`src/pkg/ptb_consts.vh`:
```
`ifndef PTB_CONSTS_VH
`define PTB_CONSTS_VH

// ==========================================================
// Bus widths
`define PTB_ADDR_W 4
`define PTB_DATA_W 8
`define PTB_CNT_W 16
`define PTB_FRAC_W 4

// ==========================================================
// Register offsets
`define PTB_OFF_TMRL 4'h0
`define PTB_OFF_TMRH 4'h1
`define PTB_OFF_PHL 4'h2
`define PTB_OFF_PHH 4'h3
`define PTB_OFF_DCL 4'h4
`define PTB_OFF_DCH 4'h5
`define PTB_OFF_PRL 4'h6
`define PTB_OFF_PRH 4'h7
`define PTB_OFF_DBR 4'h8
`define PTB_OFF_DBF 4'h9
`define PTB_OFF_FFA 4'hA
`define PTB_OFF_BLKR 4'hB
`define PTB_OFF_CTRL 4'hC
`define PTB_OFF_STAT 4'hD

// ==========================================================
// Reset values
`define PTB_RST_TMR 16'h0100
`define PTB_RST_CNT16 16'h0000
`define PTB_RST_BYTE 8'h00
`define PTB_RST_FRAC 4'h0
`define PTB_ZERO_BYTE 8'h00
`define PTB_ZERO_NIB 4'h0

// ==========================================================
// Field positions
`define PTB_CTRL_EN 0
`define PTB_STAT_RAW 0
`define PTB_STAT_OUTA 1
`define PTB_STAT_OUTB 2
`define PTB_STAT_EXT 3
`define PTB_STAT_BLANK 4
`define PTB_STAT_RUN 5

`endif

```
`src/core/ptb_edge_delay.v`:
```
`timescale 1ns/1ps
`include "ptb_consts.vh"

// ==========================================================
// Delays the rising edge of a level by a count of clocks
module ptb_edge_delay #(
  parameter DLY_W = `PTB_DATA_W
) (
  input wire mclk_i,
  input wire reset_n_i,
  input wire level_i,
  input wire [DLY_W-1:0] delay_i,
  output wire level_o
);

  reg prev_reg;
  reg busy_reg;
  reg [DLY_W-1:0] cnt_reg;
  reg out_reg;
  wire [DLY_W-1:0] zero_w;
  wire rise_w;

  assign zero_w = {DLY_W{1'b0}};
  assign rise_w = level_i & ~prev_reg;
  assign level_o = out_reg;

  // ==========================================================
  // Falling edge passes at once; rising edge waits out the count
  always @(posedge mclk_i or negedge reset_n_i) begin
    if (!reset_n_i) begin
      prev_reg <= 1'b0;
      busy_reg <= 1'b0;
      cnt_reg <= {DLY_W{1'b0}};
      out_reg <= 1'b0;
    end else begin
      prev_reg <= level_i;
      if (!level_i) begin
        busy_reg <= 1'b0;
        out_reg <= 1'b0;
      end else if (rise_w) begin
        if (delay_i == zero_w) begin
          out_reg <= 1'b1;
          busy_reg <= 1'b0;
        end else begin
          cnt_reg <= delay_i;
          busy_reg <= 1'b1;
        end
      end else if (busy_reg) begin
        // Count already loaded; a short pulse just never shows
        if (cnt_reg == {{(DLY_W-1){1'b0}}, 1'b1}) begin
          busy_reg <= 1'b0;
          out_reg <= 1'b1;
        end
        cnt_reg <= cnt_reg - {{(DLY_W-1){1'b0}}, 1'b1};
      end
    end
  end

endmodule

```
`src/core/ptb_top.v`:
```
// Added by the designer: the address map and strobed register access.
`timescale 1ns/1ps
`include "ptb_consts.vh"

module ptb_top (
  input wire mclk_i,
  input wire reset_n_i,
  input wire [`PTB_ADDR_W-1:0] addr_i,
  input wire [`PTB_DATA_W-1:0] wdata_i,
  input wire wr_i,
  input wire rd_i,
  output wire [`PTB_DATA_W-1:0] rdata_o,
  output wire pwm_a_o,
  output wire pwm_b_o,
  output wire blank_o,
  output wire period_evt_o
);

  // ==========================================================
  // Helpers
  function [`PTB_CNT_W-1:0] merge_byte;
    input [`PTB_CNT_W-1:0] old_val;
    input [`PTB_DATA_W-1:0] byte_val;
    input hi_sel;
    begin
      if (hi_sel) begin
        merge_byte = {byte_val, old_val[`PTB_DATA_W-1:0]};
      end else begin
        merge_byte = {old_val[`PTB_CNT_W-1:`PTB_DATA_W], byte_val};
      end
    end
  endfunction

  function hit;
    input strobe;
    input [`PTB_ADDR_W-1:0] a;
    input [`PTB_ADDR_W-1:0] off;
    begin
      hit = strobe && (a == off);
    end
  endfunction

  function [`PTB_DATA_W-1:0] byte_of;
    input [`PTB_CNT_W-1:0] val;
    input hi_sel;
    begin
      if (hi_sel) begin
        byte_of = val[`PTB_CNT_W-1:`PTB_DATA_W];
      end else begin
        byte_of = val[`PTB_DATA_W-1:0];
      end
    end
  endfunction

  // ==========================================================
  // Storage
  reg [`PTB_CNT_W-1:0] tmr_reg;
  reg [`PTB_CNT_W-1:0] tmr_next;
  reg [`PTB_CNT_W-1:0] phase_reg;
  reg [`PTB_CNT_W-1:0] duty_reg;
  reg [`PTB_CNT_W-1:0] period_reg;
  reg [`PTB_DATA_W-1:0] dbr_reg;
  reg [`PTB_DATA_W-1:0] dbf_reg;
  reg [`PTB_FRAC_W-1:0] ffa_reg;
  reg [`PTB_DATA_W-1:0] blkr_reg;
  reg enable_reg;
  reg [`PTB_FRAC_W-1:0] acc_reg;
  reg [`PTB_FRAC_W-1:0] acc_next;
  reg ext_reg;
  reg ext_next;
  reg evt_reg;
  reg evt_next;
  reg raw_reg;
  reg [`PTB_DATA_W-1:0] blk_cnt_reg;
  reg blank_reg;
  reg prev_a_reg;
  reg [`PTB_DATA_W-1:0] rdata_reg;
  reg [`PTB_DATA_W-1:0] rdata_next;

  wire wr_tmrl;
  wire wr_tmrh;
  wire at_period;
  wire [`PTB_FRAC_W:0] frac_sum;
  wire raw_next;
  wire out_a;
  wire out_b;
  wire a_rise;
  wire [`PTB_CNT_W-1:0] one16;
  wire [`PTB_DATA_W-1:0] one8;

  assign one16 = 16'h0001;
  assign one8 = 8'h01;
  assign wr_tmrl = hit(wr_i, addr_i, `PTB_OFF_TMRL);
  assign wr_tmrh = hit(wr_i, addr_i, `PTB_OFF_TMRH);

  // ==========================================================
  // Configuration registers, same values on any reset
  always @(posedge mclk_i or negedge reset_n_i) begin
    if (!reset_n_i) begin
      phase_reg <= `PTB_RST_CNT16;
      duty_reg <= `PTB_RST_CNT16;
      period_reg <= `PTB_RST_CNT16;
      dbr_reg <= `PTB_RST_BYTE;
      dbf_reg <= `PTB_RST_BYTE;
      ffa_reg <= `PTB_RST_FRAC;
      blkr_reg <= `PTB_RST_BYTE;
      enable_reg <= 1'b0;
    end else begin
      if (hit(wr_i, addr_i, `PTB_OFF_PHL)) begin
        phase_reg <= merge_byte(phase_reg, wdata_i, 1'b0);
      end
      if (hit(wr_i, addr_i, `PTB_OFF_PHH)) begin
        phase_reg <= merge_byte(phase_reg, wdata_i, 1'b1);
      end
      if (hit(wr_i, addr_i, `PTB_OFF_DCL)) begin
        duty_reg <= merge_byte(duty_reg, wdata_i, 1'b0);
      end
      if (hit(wr_i, addr_i, `PTB_OFF_DCH)) begin
        duty_reg <= merge_byte(duty_reg, wdata_i, 1'b1);
      end
      if (hit(wr_i, addr_i, `PTB_OFF_PRL)) begin
        period_reg <= merge_byte(period_reg, wdata_i, 1'b0);
      end
      if (hit(wr_i, addr_i, `PTB_OFF_PRH)) begin
        period_reg <= merge_byte(period_reg, wdata_i, 1'b1);
      end
      if (hit(wr_i, addr_i, `PTB_OFF_DBR)) begin
        dbr_reg <= wdata_i;
      end
      if (hit(wr_i, addr_i, `PTB_OFF_DBF)) begin
        dbf_reg <= wdata_i;
      end
      if (hit(wr_i, addr_i, `PTB_OFF_FFA)) begin
        // Only the low nibble exists
        ffa_reg <= wdata_i[`PTB_FRAC_W-1:0];
      end
      if (hit(wr_i, addr_i, `PTB_OFF_BLKR)) begin
        blkr_reg <= wdata_i;
      end
      if (hit(wr_i, addr_i, `PTB_OFF_CTRL)) begin
        enable_reg <= wdata_i[`PTB_CTRL_EN];
      end
    end
  end

  // ==========================================================
  // Time base with fractional period stretch
  // Each period adds the nibble to a 1/16 clock accumulator; a carry
  // holds the counter one extra clock, so the mean period grows by
  // the nibble in sixteenths. Single edges keep whole-clock jitter.
  assign at_period = (tmr_reg == period_reg);
  assign frac_sum = {1'b0, acc_reg} + {1'b0, ffa_reg};
  // A period count of zero restarts every clock except the one held after a carry: one event per cycle

  always @* begin
    tmr_next = tmr_reg;
    acc_next = acc_reg;
    ext_next = ext_reg;
    evt_next = 1'b0;
    if (enable_reg) begin
      if (at_period) begin
        if (ext_reg) begin
          tmr_next = `PTB_RST_CNT16;
          ext_next = 1'b0;
          evt_next = 1'b1;
        end else if (frac_sum[`PTB_FRAC_W]) begin
          acc_next = frac_sum[`PTB_FRAC_W-1:0];
          ext_next = 1'b1;
        end else begin
          acc_next = frac_sum[`PTB_FRAC_W-1:0];
          tmr_next = `PTB_RST_CNT16;
          evt_next = 1'b1;
        end
      end else begin
        tmr_next = tmr_reg + one16;
      end
    end
    // Software write wins over counting in the same cycle
    if (wr_tmrl) begin
      tmr_next = merge_byte(tmr_reg, wdata_i, 1'b0);
      ext_next = 1'b0;
    end
    if (wr_tmrh) begin
      tmr_next = merge_byte(tmr_reg, wdata_i, 1'b1);
      ext_next = 1'b0;
    end
  end

  // ==========================================================
  // Time base state
  always @(posedge mclk_i or negedge reset_n_i) begin
    if (!reset_n_i) begin
      tmr_reg <= `PTB_RST_TMR;
      acc_reg <= `PTB_RST_FRAC;
      ext_reg <= 1'b0;
      evt_reg <= 1'b0;
    end else begin
      tmr_reg <= tmr_next;
      acc_reg <= acc_next;
      ext_reg <= ext_next;
      evt_reg <= evt_next;
    end
  end

  // ==========================================================
  // Pulse window: on from phase match, off from duty match
  assign raw_next = enable_reg && (tmr_reg >= phase_reg) && (tmr_reg < duty_reg);

  always @(posedge mclk_i or negedge reset_n_i) begin
    if (!reset_n_i) begin
      raw_reg <= 1'b0;
    end else begin
      raw_reg <= raw_next;
    end
  end

  // ==========================================================
  // Dead band on each edge of the pulse
  ptb_edge_delay #(
    .DLY_W(`PTB_DATA_W)
  ) u_rise_dly (
    .mclk_i(mclk_i),
    .reset_n_i(reset_n_i),
    .level_i(raw_reg),
    .delay_i(dbr_reg),
    .level_o(out_a)
  );

  // Complement side turns on only after the falling dead band
  ptb_edge_delay #(
    .DLY_W(`PTB_DATA_W)
  ) u_fall_dly (
    .mclk_i(mclk_i),
    .reset_n_i(reset_n_i),
    .level_i(enable_reg & ~raw_reg),
    .delay_i(dbf_reg),
    .level_o(out_b)
  );

  // ==========================================================
  // Rising edge blanking window
  assign a_rise = out_a & ~prev_a_reg;

  always @(posedge mclk_i or negedge reset_n_i) begin
    if (!reset_n_i) begin
      prev_a_reg <= 1'b0;
      blk_cnt_reg <= `PTB_RST_BYTE;
      blank_reg <= 1'b0;
    end else begin
      prev_a_reg <= out_a;
      // Zero length turns blanking off altogether
      if (a_rise && (blkr_reg != `PTB_ZERO_BYTE)) begin
        blk_cnt_reg <= blkr_reg;
        blank_reg <= 1'b1;
      end else if (blank_reg) begin
        if (blk_cnt_reg == one8) begin
          blank_reg <= 1'b0;
        end
        blk_cnt_reg <= blk_cnt_reg - one8;
      end
    end
  end

  // ==========================================================
  // Read port, data valid only in the cycle after the strobe
  // Reads have no side effects on any register
  always @* begin
    rdata_next = `PTB_ZERO_BYTE;
    if (rd_i) begin
      case (addr_i)
        `PTB_OFF_TMRL: begin
          rdata_next = byte_of(tmr_reg, 1'b0);
        end
        `PTB_OFF_TMRH: begin
          rdata_next = byte_of(tmr_reg, 1'b1);
        end
        `PTB_OFF_PHL: begin
          rdata_next = byte_of(phase_reg, 1'b0);
        end
        `PTB_OFF_PHH: begin
          rdata_next = byte_of(phase_reg, 1'b1);
        end
        `PTB_OFF_DCL: begin
          rdata_next = byte_of(duty_reg, 1'b0);
        end
        `PTB_OFF_DCH: begin
          rdata_next = byte_of(duty_reg, 1'b1);
        end
        `PTB_OFF_PRL: begin
          rdata_next = byte_of(period_reg, 1'b0);
        end
        `PTB_OFF_PRH: begin
          rdata_next = byte_of(period_reg, 1'b1);
        end
        `PTB_OFF_DBR: begin
          rdata_next = dbr_reg;
        end
        `PTB_OFF_DBF: begin
          rdata_next = dbf_reg;
        end
        `PTB_OFF_FFA: begin
          rdata_next = {`PTB_ZERO_NIB, ffa_reg};
        end
        `PTB_OFF_BLKR: begin
          rdata_next = blkr_reg;
        end
        `PTB_OFF_CTRL: begin
          rdata_next = {7'h00, enable_reg};
        end
        `PTB_OFF_STAT: begin
          rdata_next[`PTB_STAT_RAW] = raw_reg;
          rdata_next[`PTB_STAT_OUTA] = out_a;
          rdata_next[`PTB_STAT_OUTB] = out_b;
          rdata_next[`PTB_STAT_EXT] = ext_reg;
          rdata_next[`PTB_STAT_BLANK] = blank_reg;
          rdata_next[`PTB_STAT_RUN] = enable_reg;
        end
        default: begin
          rdata_next = `PTB_ZERO_BYTE;
        end
      endcase
    end
  end

  // ==========================================================
  // Read data register
  // Idle cycles return zero so several slaves may share one bus
  always @(posedge mclk_i or negedge reset_n_i) begin
    if (!reset_n_i) begin
      rdata_reg <= `PTB_ZERO_BYTE;
    end else begin
      rdata_reg <= rdata_next;
    end
  end

  // ==========================================================
  // Outputs
  assign rdata_o = rdata_reg;
  assign pwm_a_o = out_a;
  assign pwm_b_o = out_b;
  assign blank_o = blank_reg;
  assign period_evt_o = evt_reg;

endmodule

```
`config.mk`:
```
export PLATFORM = sky130hd
export DESIGN_NAME = ptb_top
export DESIGN_NICKNAME = d
export VERILOG_FILES = /design/src/core/ptb_edge_delay.v /design/src/core/ptb_top.v
export VERILOG_INCLUDE_DIRS = /design/src /design/src/pkg
export SDC_FILE = /design/constraint.sdc
export NUM_CORES = 1
export LEC_CHECK = 0
export BUFFER_PORTS_ARGS = -buffer_cell sky130_fd_sc_hd__buf_2
export CAP_MARGIN = 20
export CORE_MARGIN = 2
export CORE_UTILIZATION = 51
export DETAILED_ROUTE_END_ITERATION = 8
export PLACE_DENSITY = 0.79
export SKIP_LAST_GASP = 1
export SLEW_MARGIN = 0
export SYNTH_ARGS = -nofsm -noshare
export SYNTH_HDL_FRONTEND = slang
export SYNTH_HIERARCHICAL = 1
export SYNTH_SLANG_ARGS = --single-unit
```
`constraint.sdc`:
```
create_clock -name mclk_i -period 2.6 [get_ports mclk_i]
set_clock_uncertainty 0.2 [all_clocks]
set_input_delay 0.52 -clock mclk_i [delete_from_list [all_inputs] [get_ports mclk_i]]
set_output_delay 0.52 -clock mclk_i [all_outputs]
set_load 0.01 [all_outputs]
```
==> metrics.txt, run 1 <==
outcome complete, no violations; WL per Instance roughly 21 microns; hold slack 0.1532 ns; top-count cell post-synth dfrtp_1; PwrDens 921.3 nW/um^2; number of vias per cell about 6.2; Req. time, crit path roughly 2.7 ns; Tightest Hold Check Type primary input to flop; Setup Buffers After CTS 0; initial core utilization between 50% and 60%; design area around 9500 sq um; Period minus WS final between 2 and 2.5 ns; Slew Limit Fails 0; first-pass GRT wire length 38,390 microns; Worst-Margin Slew a little over 0.9 ns; Final ANT Viol Nets 0; clk slew on worst S/H paths approximately 0.06 ns; largest net degree at the start of global routing 64; die width roughly 130 microns; die height between 100 and 150 microns; Detailed Route WL ~24,000 microns; top cell type by total area after synthesis dfrtp_1; CTS Buf Count 17; Placed Cells ~1,100; Synth async-reset ratio between 90% and 100%; DRC violations left 0; Yosys Warn Count 6; WP buf/inv 0; Synth area leaders dfrtp_1, mux2_2, ha_1; Synth Register Bits between 100 and 150; Synth-to-Final Area Change 15.19%; Max Fanout on Critical Path 7; core box area about 16,000 sq um; post-synthesis mux area share 10.14%; CP max stage delay 0.51 ns; dpl cell area roughly 8900 sq um; final cell count without fillers between 1,000 and 1,500; largest family of logic cells by synthesized area compound AO/OA/AOI/OAI gates; CP Data Arrival Time approximately 2.6 ns; syn_area_per_cell roughly 9.5 sq um; Post-synth EDFFs 0; Post-Synth Adder-Cell Area between 6 and 7%; Worst setup EP type flop; Layout Nets between 900 and 1,000; Worst path depth 6; Most used DFF post-synth dfrtp_1; Synth top area share between 40% and 50%; Cell Area, Synth approximately 8300 sq um; Top delay family on crit path compound AO/OA/AOI/OAI gates; Pre-antenna DRT Iters 6; Unique masters post-synth 68; Fmax achieved approximately 0.40 GHz; cells after synthesis between 800 and 900; RSZ-0062 raised after global routing true; n_diodes 0; Iteration-0 DRC Markers around 900; Crit path top cell by count a211oi_1; fraction of layout cells with a size suffix above 1 a little under a fifth; Detailed Place HPWL approximately 17,000 microns; crit-path cells ha_1 > a21o_1 > a211oi_1 > o31ai_1 > a41o_1 > a211oi_1; synth cell count leaders dfrtp_1, nand2_1, o21ai_0; Register-to-Register Path Depth 6; clock tree buffer depth 2; GRT Util Overall between 20 and 30%; Slew Limit Headroom approximately two fifths; worst vdd ir approximately 0.47 mV; row count between 40 and 50; # H-tree levels 4; clock root buffer clkbuf_16; gpl congestion around 1; Max Cap Violations 0; setup violators final 0; Clock Latency Late Sink 0.44 ns; type of the worst setup path flop to flop; hold path depth 3; CTS tree yes; CP max stage cell dfrtp_1; Syn Nets 926; TritonCTS sink count 140; Compound-Gate Fraction of Synth Area 17.98%; remaining global-route overflow 0; Static Leak roughly 4.3 nW; Die Footprint 17,250 sq um; IO Pins 28; number of global-route vias before repair 7,041; critical path launch point type flop; I/O Buffers 27; Finished Core Util about 60%; synthesized-area fraction occupied by and/or/nand/nor cells roughly 16%; Via Count ~7,000; register area share after synthesis between 40% and 50%; initial antenna violation count 0; Fin. Hold Viols 0; final worst path period share 95.55%; XOR/XNOR Fraction of Synth Area under 10%
## timing repair
item | 4_1_cts | 5_1_grt
hold buffers | 1 | 0
hold endpoints to repair | 33 | 0
resized for setup | 0 | 4
endpoints found under the setup margin | 0 | 14
## cell type report
type / instances / area (sq um)
fillers: 1328 / 6360
clock inverters: 15 / 163.9
repair buffers: 76 / 578.1
multi-input cells: 631 / 4388
inverters: 52 / 195.2
flip-flops and latches: 140 / 3505
well taps: 216 / 270.3
clock buffers: 17 / 425.4
## logic make-up after synthesis
family,count (synthesis)
and+or+nand+nor,264
AOI/OAI and AO/OA,227
DFF,140
buffers and inverters,96
muxes,72
adders and majority gates,43
xor gates and xnor gates,25
## stage by stage
step / power, W / TNS, ns / worst slack (ns)
finish: 0.008775 / 0 / 0.1157
global route: 0.009283 / -0.006900 / -0.006900
CTS: 0.008716 / 0 / 0.05393
detailed placement: 0.006235 / 0 / 0.02067
global placement: 0.006139 / 0 / 0.08534
floorplan: 0.005239 / 0 / 0.1643
## worst reg2reg max path: stages (launching register included)
cell and delay, ns:
dfrtp_1 0.51, ha_1 0.35, a21o_1 0.16, a211oi_1 0.47
o31ai_1 0.14, a41o_1 0.27, a211oi_1 0.28
## path summary, 6_finish.rpt
path	start	endpoint	slack, ns
min in group asynchronous	reset_n_i	tmr_reg[9]	0.35
setup reg to reg	tmr_reg[1]	raw_reg	0.12
setup / recovery	tmr_reg[1]	raw_reg	0.12
max in group asynchronous	reset_n_i	u_fall_dly/cnt_reg[6]	1.18
hold / removal	rd_i	rdata_o[6]	0.15
hold reg to reg	acc_reg[3]	acc_reg[3]	0.29
## routing by layer
metal / wire length (microns) / GRT usage, % / vias up
met5: 0 / 0 / -
met4: 1172 / 15.76 / 0
met3: 1962 / 6.983 / 93
met2: 10600 / 43.60 / 366
met1: 10000 / 38.02 / 3414
li1: - / - / 3238
## cells in the final DEF, fill, tap and decap left out, drive strengths merged, types with 17 or more instances in the layout
| cell | Yosys | final |
|---|---|---|
| a21oi | 39 | 39 |
| a22o | 18 | 18 |
| buf | 18 | 75 |
| clkbuf | 26 | 17 |
| dfrtp | 139 | 139 |
| ha | 42 | 42 |
| inv | 52 | 57 |
| mux2 | 54 | 54 |
| nand2 | 83 | 83 |
| nand3 | 18 | 18 |
| nor2 | 65 | 65 |
| nor3 | 19 | 19 |
| o21ai | 76 | 76 |
| xnor2 | 22 | 22 |
## where the power goes
| group | internal, W | switching (W) | total [W] |
|---|---|---|---|
| sequential | 0.00276 | 0.000755 | 0.00351 |
| clock | 0.00143 | 0.00101 | 0.00244 |
| combinational | 0.00132 | 0.00151 | 0.00282 |
| total | 0.00550 | 0.00327 | 0.00878 |
(Power assumes the default switching activity.)
==> run 2: changes to the inputs <==
Settings changed: CELL_PAD_IN_SITES_DETAIL_PLACEMENT set to 0, CELL_PAD_IN_SITES_GLOBAL_PLACEMENT set to 1, CORE_UTILIZATION 51 to 49, PLACE_DENSITY 0.79 to 0.91.
==> run 2 against run 1 <==
Against the previous run:
- combinational power grew 5%
- global-route usage shrank 0.43 points
- register-to-register slack lost 0.06 ns
- sequential share of layout area shrank 0.76 points
- routed wire length grew 2.2%
- power grew 6.9%
- clock power grew 23%
- sequential power shrank 3%
- sequential cell count is the same
- worst setup slack lost 0.056 ns
- via count shrank 0.20%
- critical endpoint is now tmr_reg[10]
- largest cell class unchanged
- highest routed layer unchanged
==> metrics.txt, run 2 (same netlist as run 1, synthesis figures left out) <==
worst vdd ir a little over 0.6 mV; critical path launch point type flop; Final ANT Viol Nets 0; CP max stage cell dfrtp_1; IO Pins 28; CTS Buf Count 17; GRT Util Overall between 20 and 30%; outcome complete, no violations; DRC violations left 0; clk slew on worst S/H paths approximately 0.060 ns; crit-path cells xnor2_1 > nand4_1 > nor4_4 > buf_4 > or2_2 > o21ai_0 > a22o_1; n_diodes 0; fraction of layout cells with a size suffix above 1 ~20%; Max Cap Violations 0; type of the worst setup path flop to flop; Layout Nets roughly 990; Clock Latency Late Sink between 0.4 and 0.5 ns; first-pass GRT wire length about 38,000 microns; Period minus WS final roughly 2.5 ns; Slew Limit Fails 0; worst slack at placement -0.1014 ns; Via Count 7,097; CP max stage delay 0.57 ns; row count 47; Detailed Route WL ~24,000 microns; Worst setup EP type flop; most common cell after layout, fill and taps aside dfrtp_1; Pre-antenna DRT Iters 7; setup violators final 0; initial antenna violation count 0; clock tree buffer depth 2; core box area 16,520 sq um; CTS tree yes; clock root buffer clkbuf_16; die height 133.9 microns; PwrDens just under 1000 nW/um^2; number of vias per cell roughly 6.1; gpl congestion 0.9089; # H-tree levels 4; WL per Instance around 21 microns; Worst-Margin Slew roughly 0.93 ns; Iteration-0 DRC Markers 762; Die Footprint approximately 18,000 sq um; Fmax achieved between 0.3 and 0.4 GHz; I/O Buffers 27; TritonCTS sink count 140; Finished Core Util between 50% and 60%; Detailed Place HPWL 16,970 microns; Tightest Hold Check Type primary input to flop; Req. time, crit path about 2.7 ns; die width ~130 microns; RSZ-0062 raised after global routing false; final worst path period share a little over nine tenths; Fin. Hold Viols 0; Slew Limit Headroom a little under two fifths; remaining global-route overflow 0; Final WS setup roughly 0.06 ns; number of global-route vias before repair about 6,800; Synth-to-Final Area Change 17.72%; commonest non-fill, non-tap cells in the layout dfrtp_1, nand2_1, o21ai_0; CP Data Arrival Time ~2.6 ns; largest net degree at the start of global routing 47; initial core utilization between 50% and 60%; Static Leak approximately 4.4 nW; Max Fanout on Critical Path 12
## run 2: cell types whose count changed in the layout (fill, tap and decap cells not counted), moves of 2 or more
cell,before,now
buf_4,42,53
bufinv_16,2,8
clkbuf_8,0,3
clkinvlp_4,4,1
inv_6,4,1
buf_12,5,3
clkbuf_1,0,2
clkinv_2,2,0
clkinv_4,2,0
dfrtp_1,139,137
dfrtp_2,0,2
## run 2: area by class of cell
type,count,area (sq um)
clock buffer,22,474.2
clock inverter,10,256.5
fill,1430,6790
inverter,52,195.2
multi-input combinational,632,4417
sequential,140,3507
tap,220,275.3
timing repair buffer,84,609.3
## run 2: per-stage QoR
step / power (W) / setup TNS [ns] / std cells / instance area [sq um] / hold slack (ns)
floorplan: 0.005239 / 0 / 867 / 8269 / 0.02441
global placement: 0.006185 / -0.09350 / 1124 / 8937 / 0.2742
detailed placement: 0.006282 / -0.2670 / 1124 / 8937 / 0.2840
CTS: 0.009315 / 0 / 1157 / 9682 / 0.1687
global route: 0.009929 / 0 / 1160 / 9734 / 0.2057
finish: 0.009378 / 0 / 1160 / 9734 / 0.1836
## run 2: power by group
part / leakage, nW / switching, W / internal [W] / total, W
logic: 2.30 / 0.00160 / 0.00135 / 0.00295
clock network: 0.351 / 0.000939 / 0.00207 / 0.00301
registers: 1.74 / 0.000648 / 0.00276 / 0.00341
total: 4.39 / 0.00319 / 0.00619 / 0.00938
## run 2: critical path: cells and delay by family, from the launching register on
| family | cells | cell delay [ns] |
|---|---|---|
| AOI/OAI and AO/OA | 2 | 0.45 |
| DFF | 1 | 0.57 |
| xor gates and xnor gates | 1 | 0.16 |
| buffers and inverters | 1 | 0.25 |
| and+or+nand+nor | 3 | 0.77 |
## run 2: routing by layer
| layer | track usage [%] | vias to the layer above | routed length [microns] |
|---|---|---|---|
| li1 | - | 3252 | - |
| met3 | 7.029 | 62 | 1997 |
| met4 | 10.99 | 0 | 810 |
| met2 | 43.16 | 329 | 10980 |
| met1 | 39.03 | 3454 | 10480 |
| met5 | 0 | - | 0 |
## run 2: worst paths after layout
kind | start | end | slack (ns) | cells past startpoint
setup / recovery | tmr_reg[1] | tmr_reg[10] | 0.06 | 7
hold / removal | rd_i | rdata_o[7] | 0.18 | 3
hold reg to reg | acc_reg[2] | acc_reg[2] | 0.30 | 2
setup reg to reg | tmr_reg[1] | tmr_reg[10] | 0.06 | 7
min in group asynchronous | reset_n_i | dbf_reg[3] | 0.40 | 2
max in group asynchronous | reset_n_i | tmr_reg[0] | 1.11 | 3
## run 2: timing repair
action	CTS	global route
pin swaps	0	1
gates resized for setup	1	5
hold buffers	1	0
buffers inserted	0	2
endpoints found under the setup margin	4	4
gates cloned	0	1
hold endpoints to repair	42	0
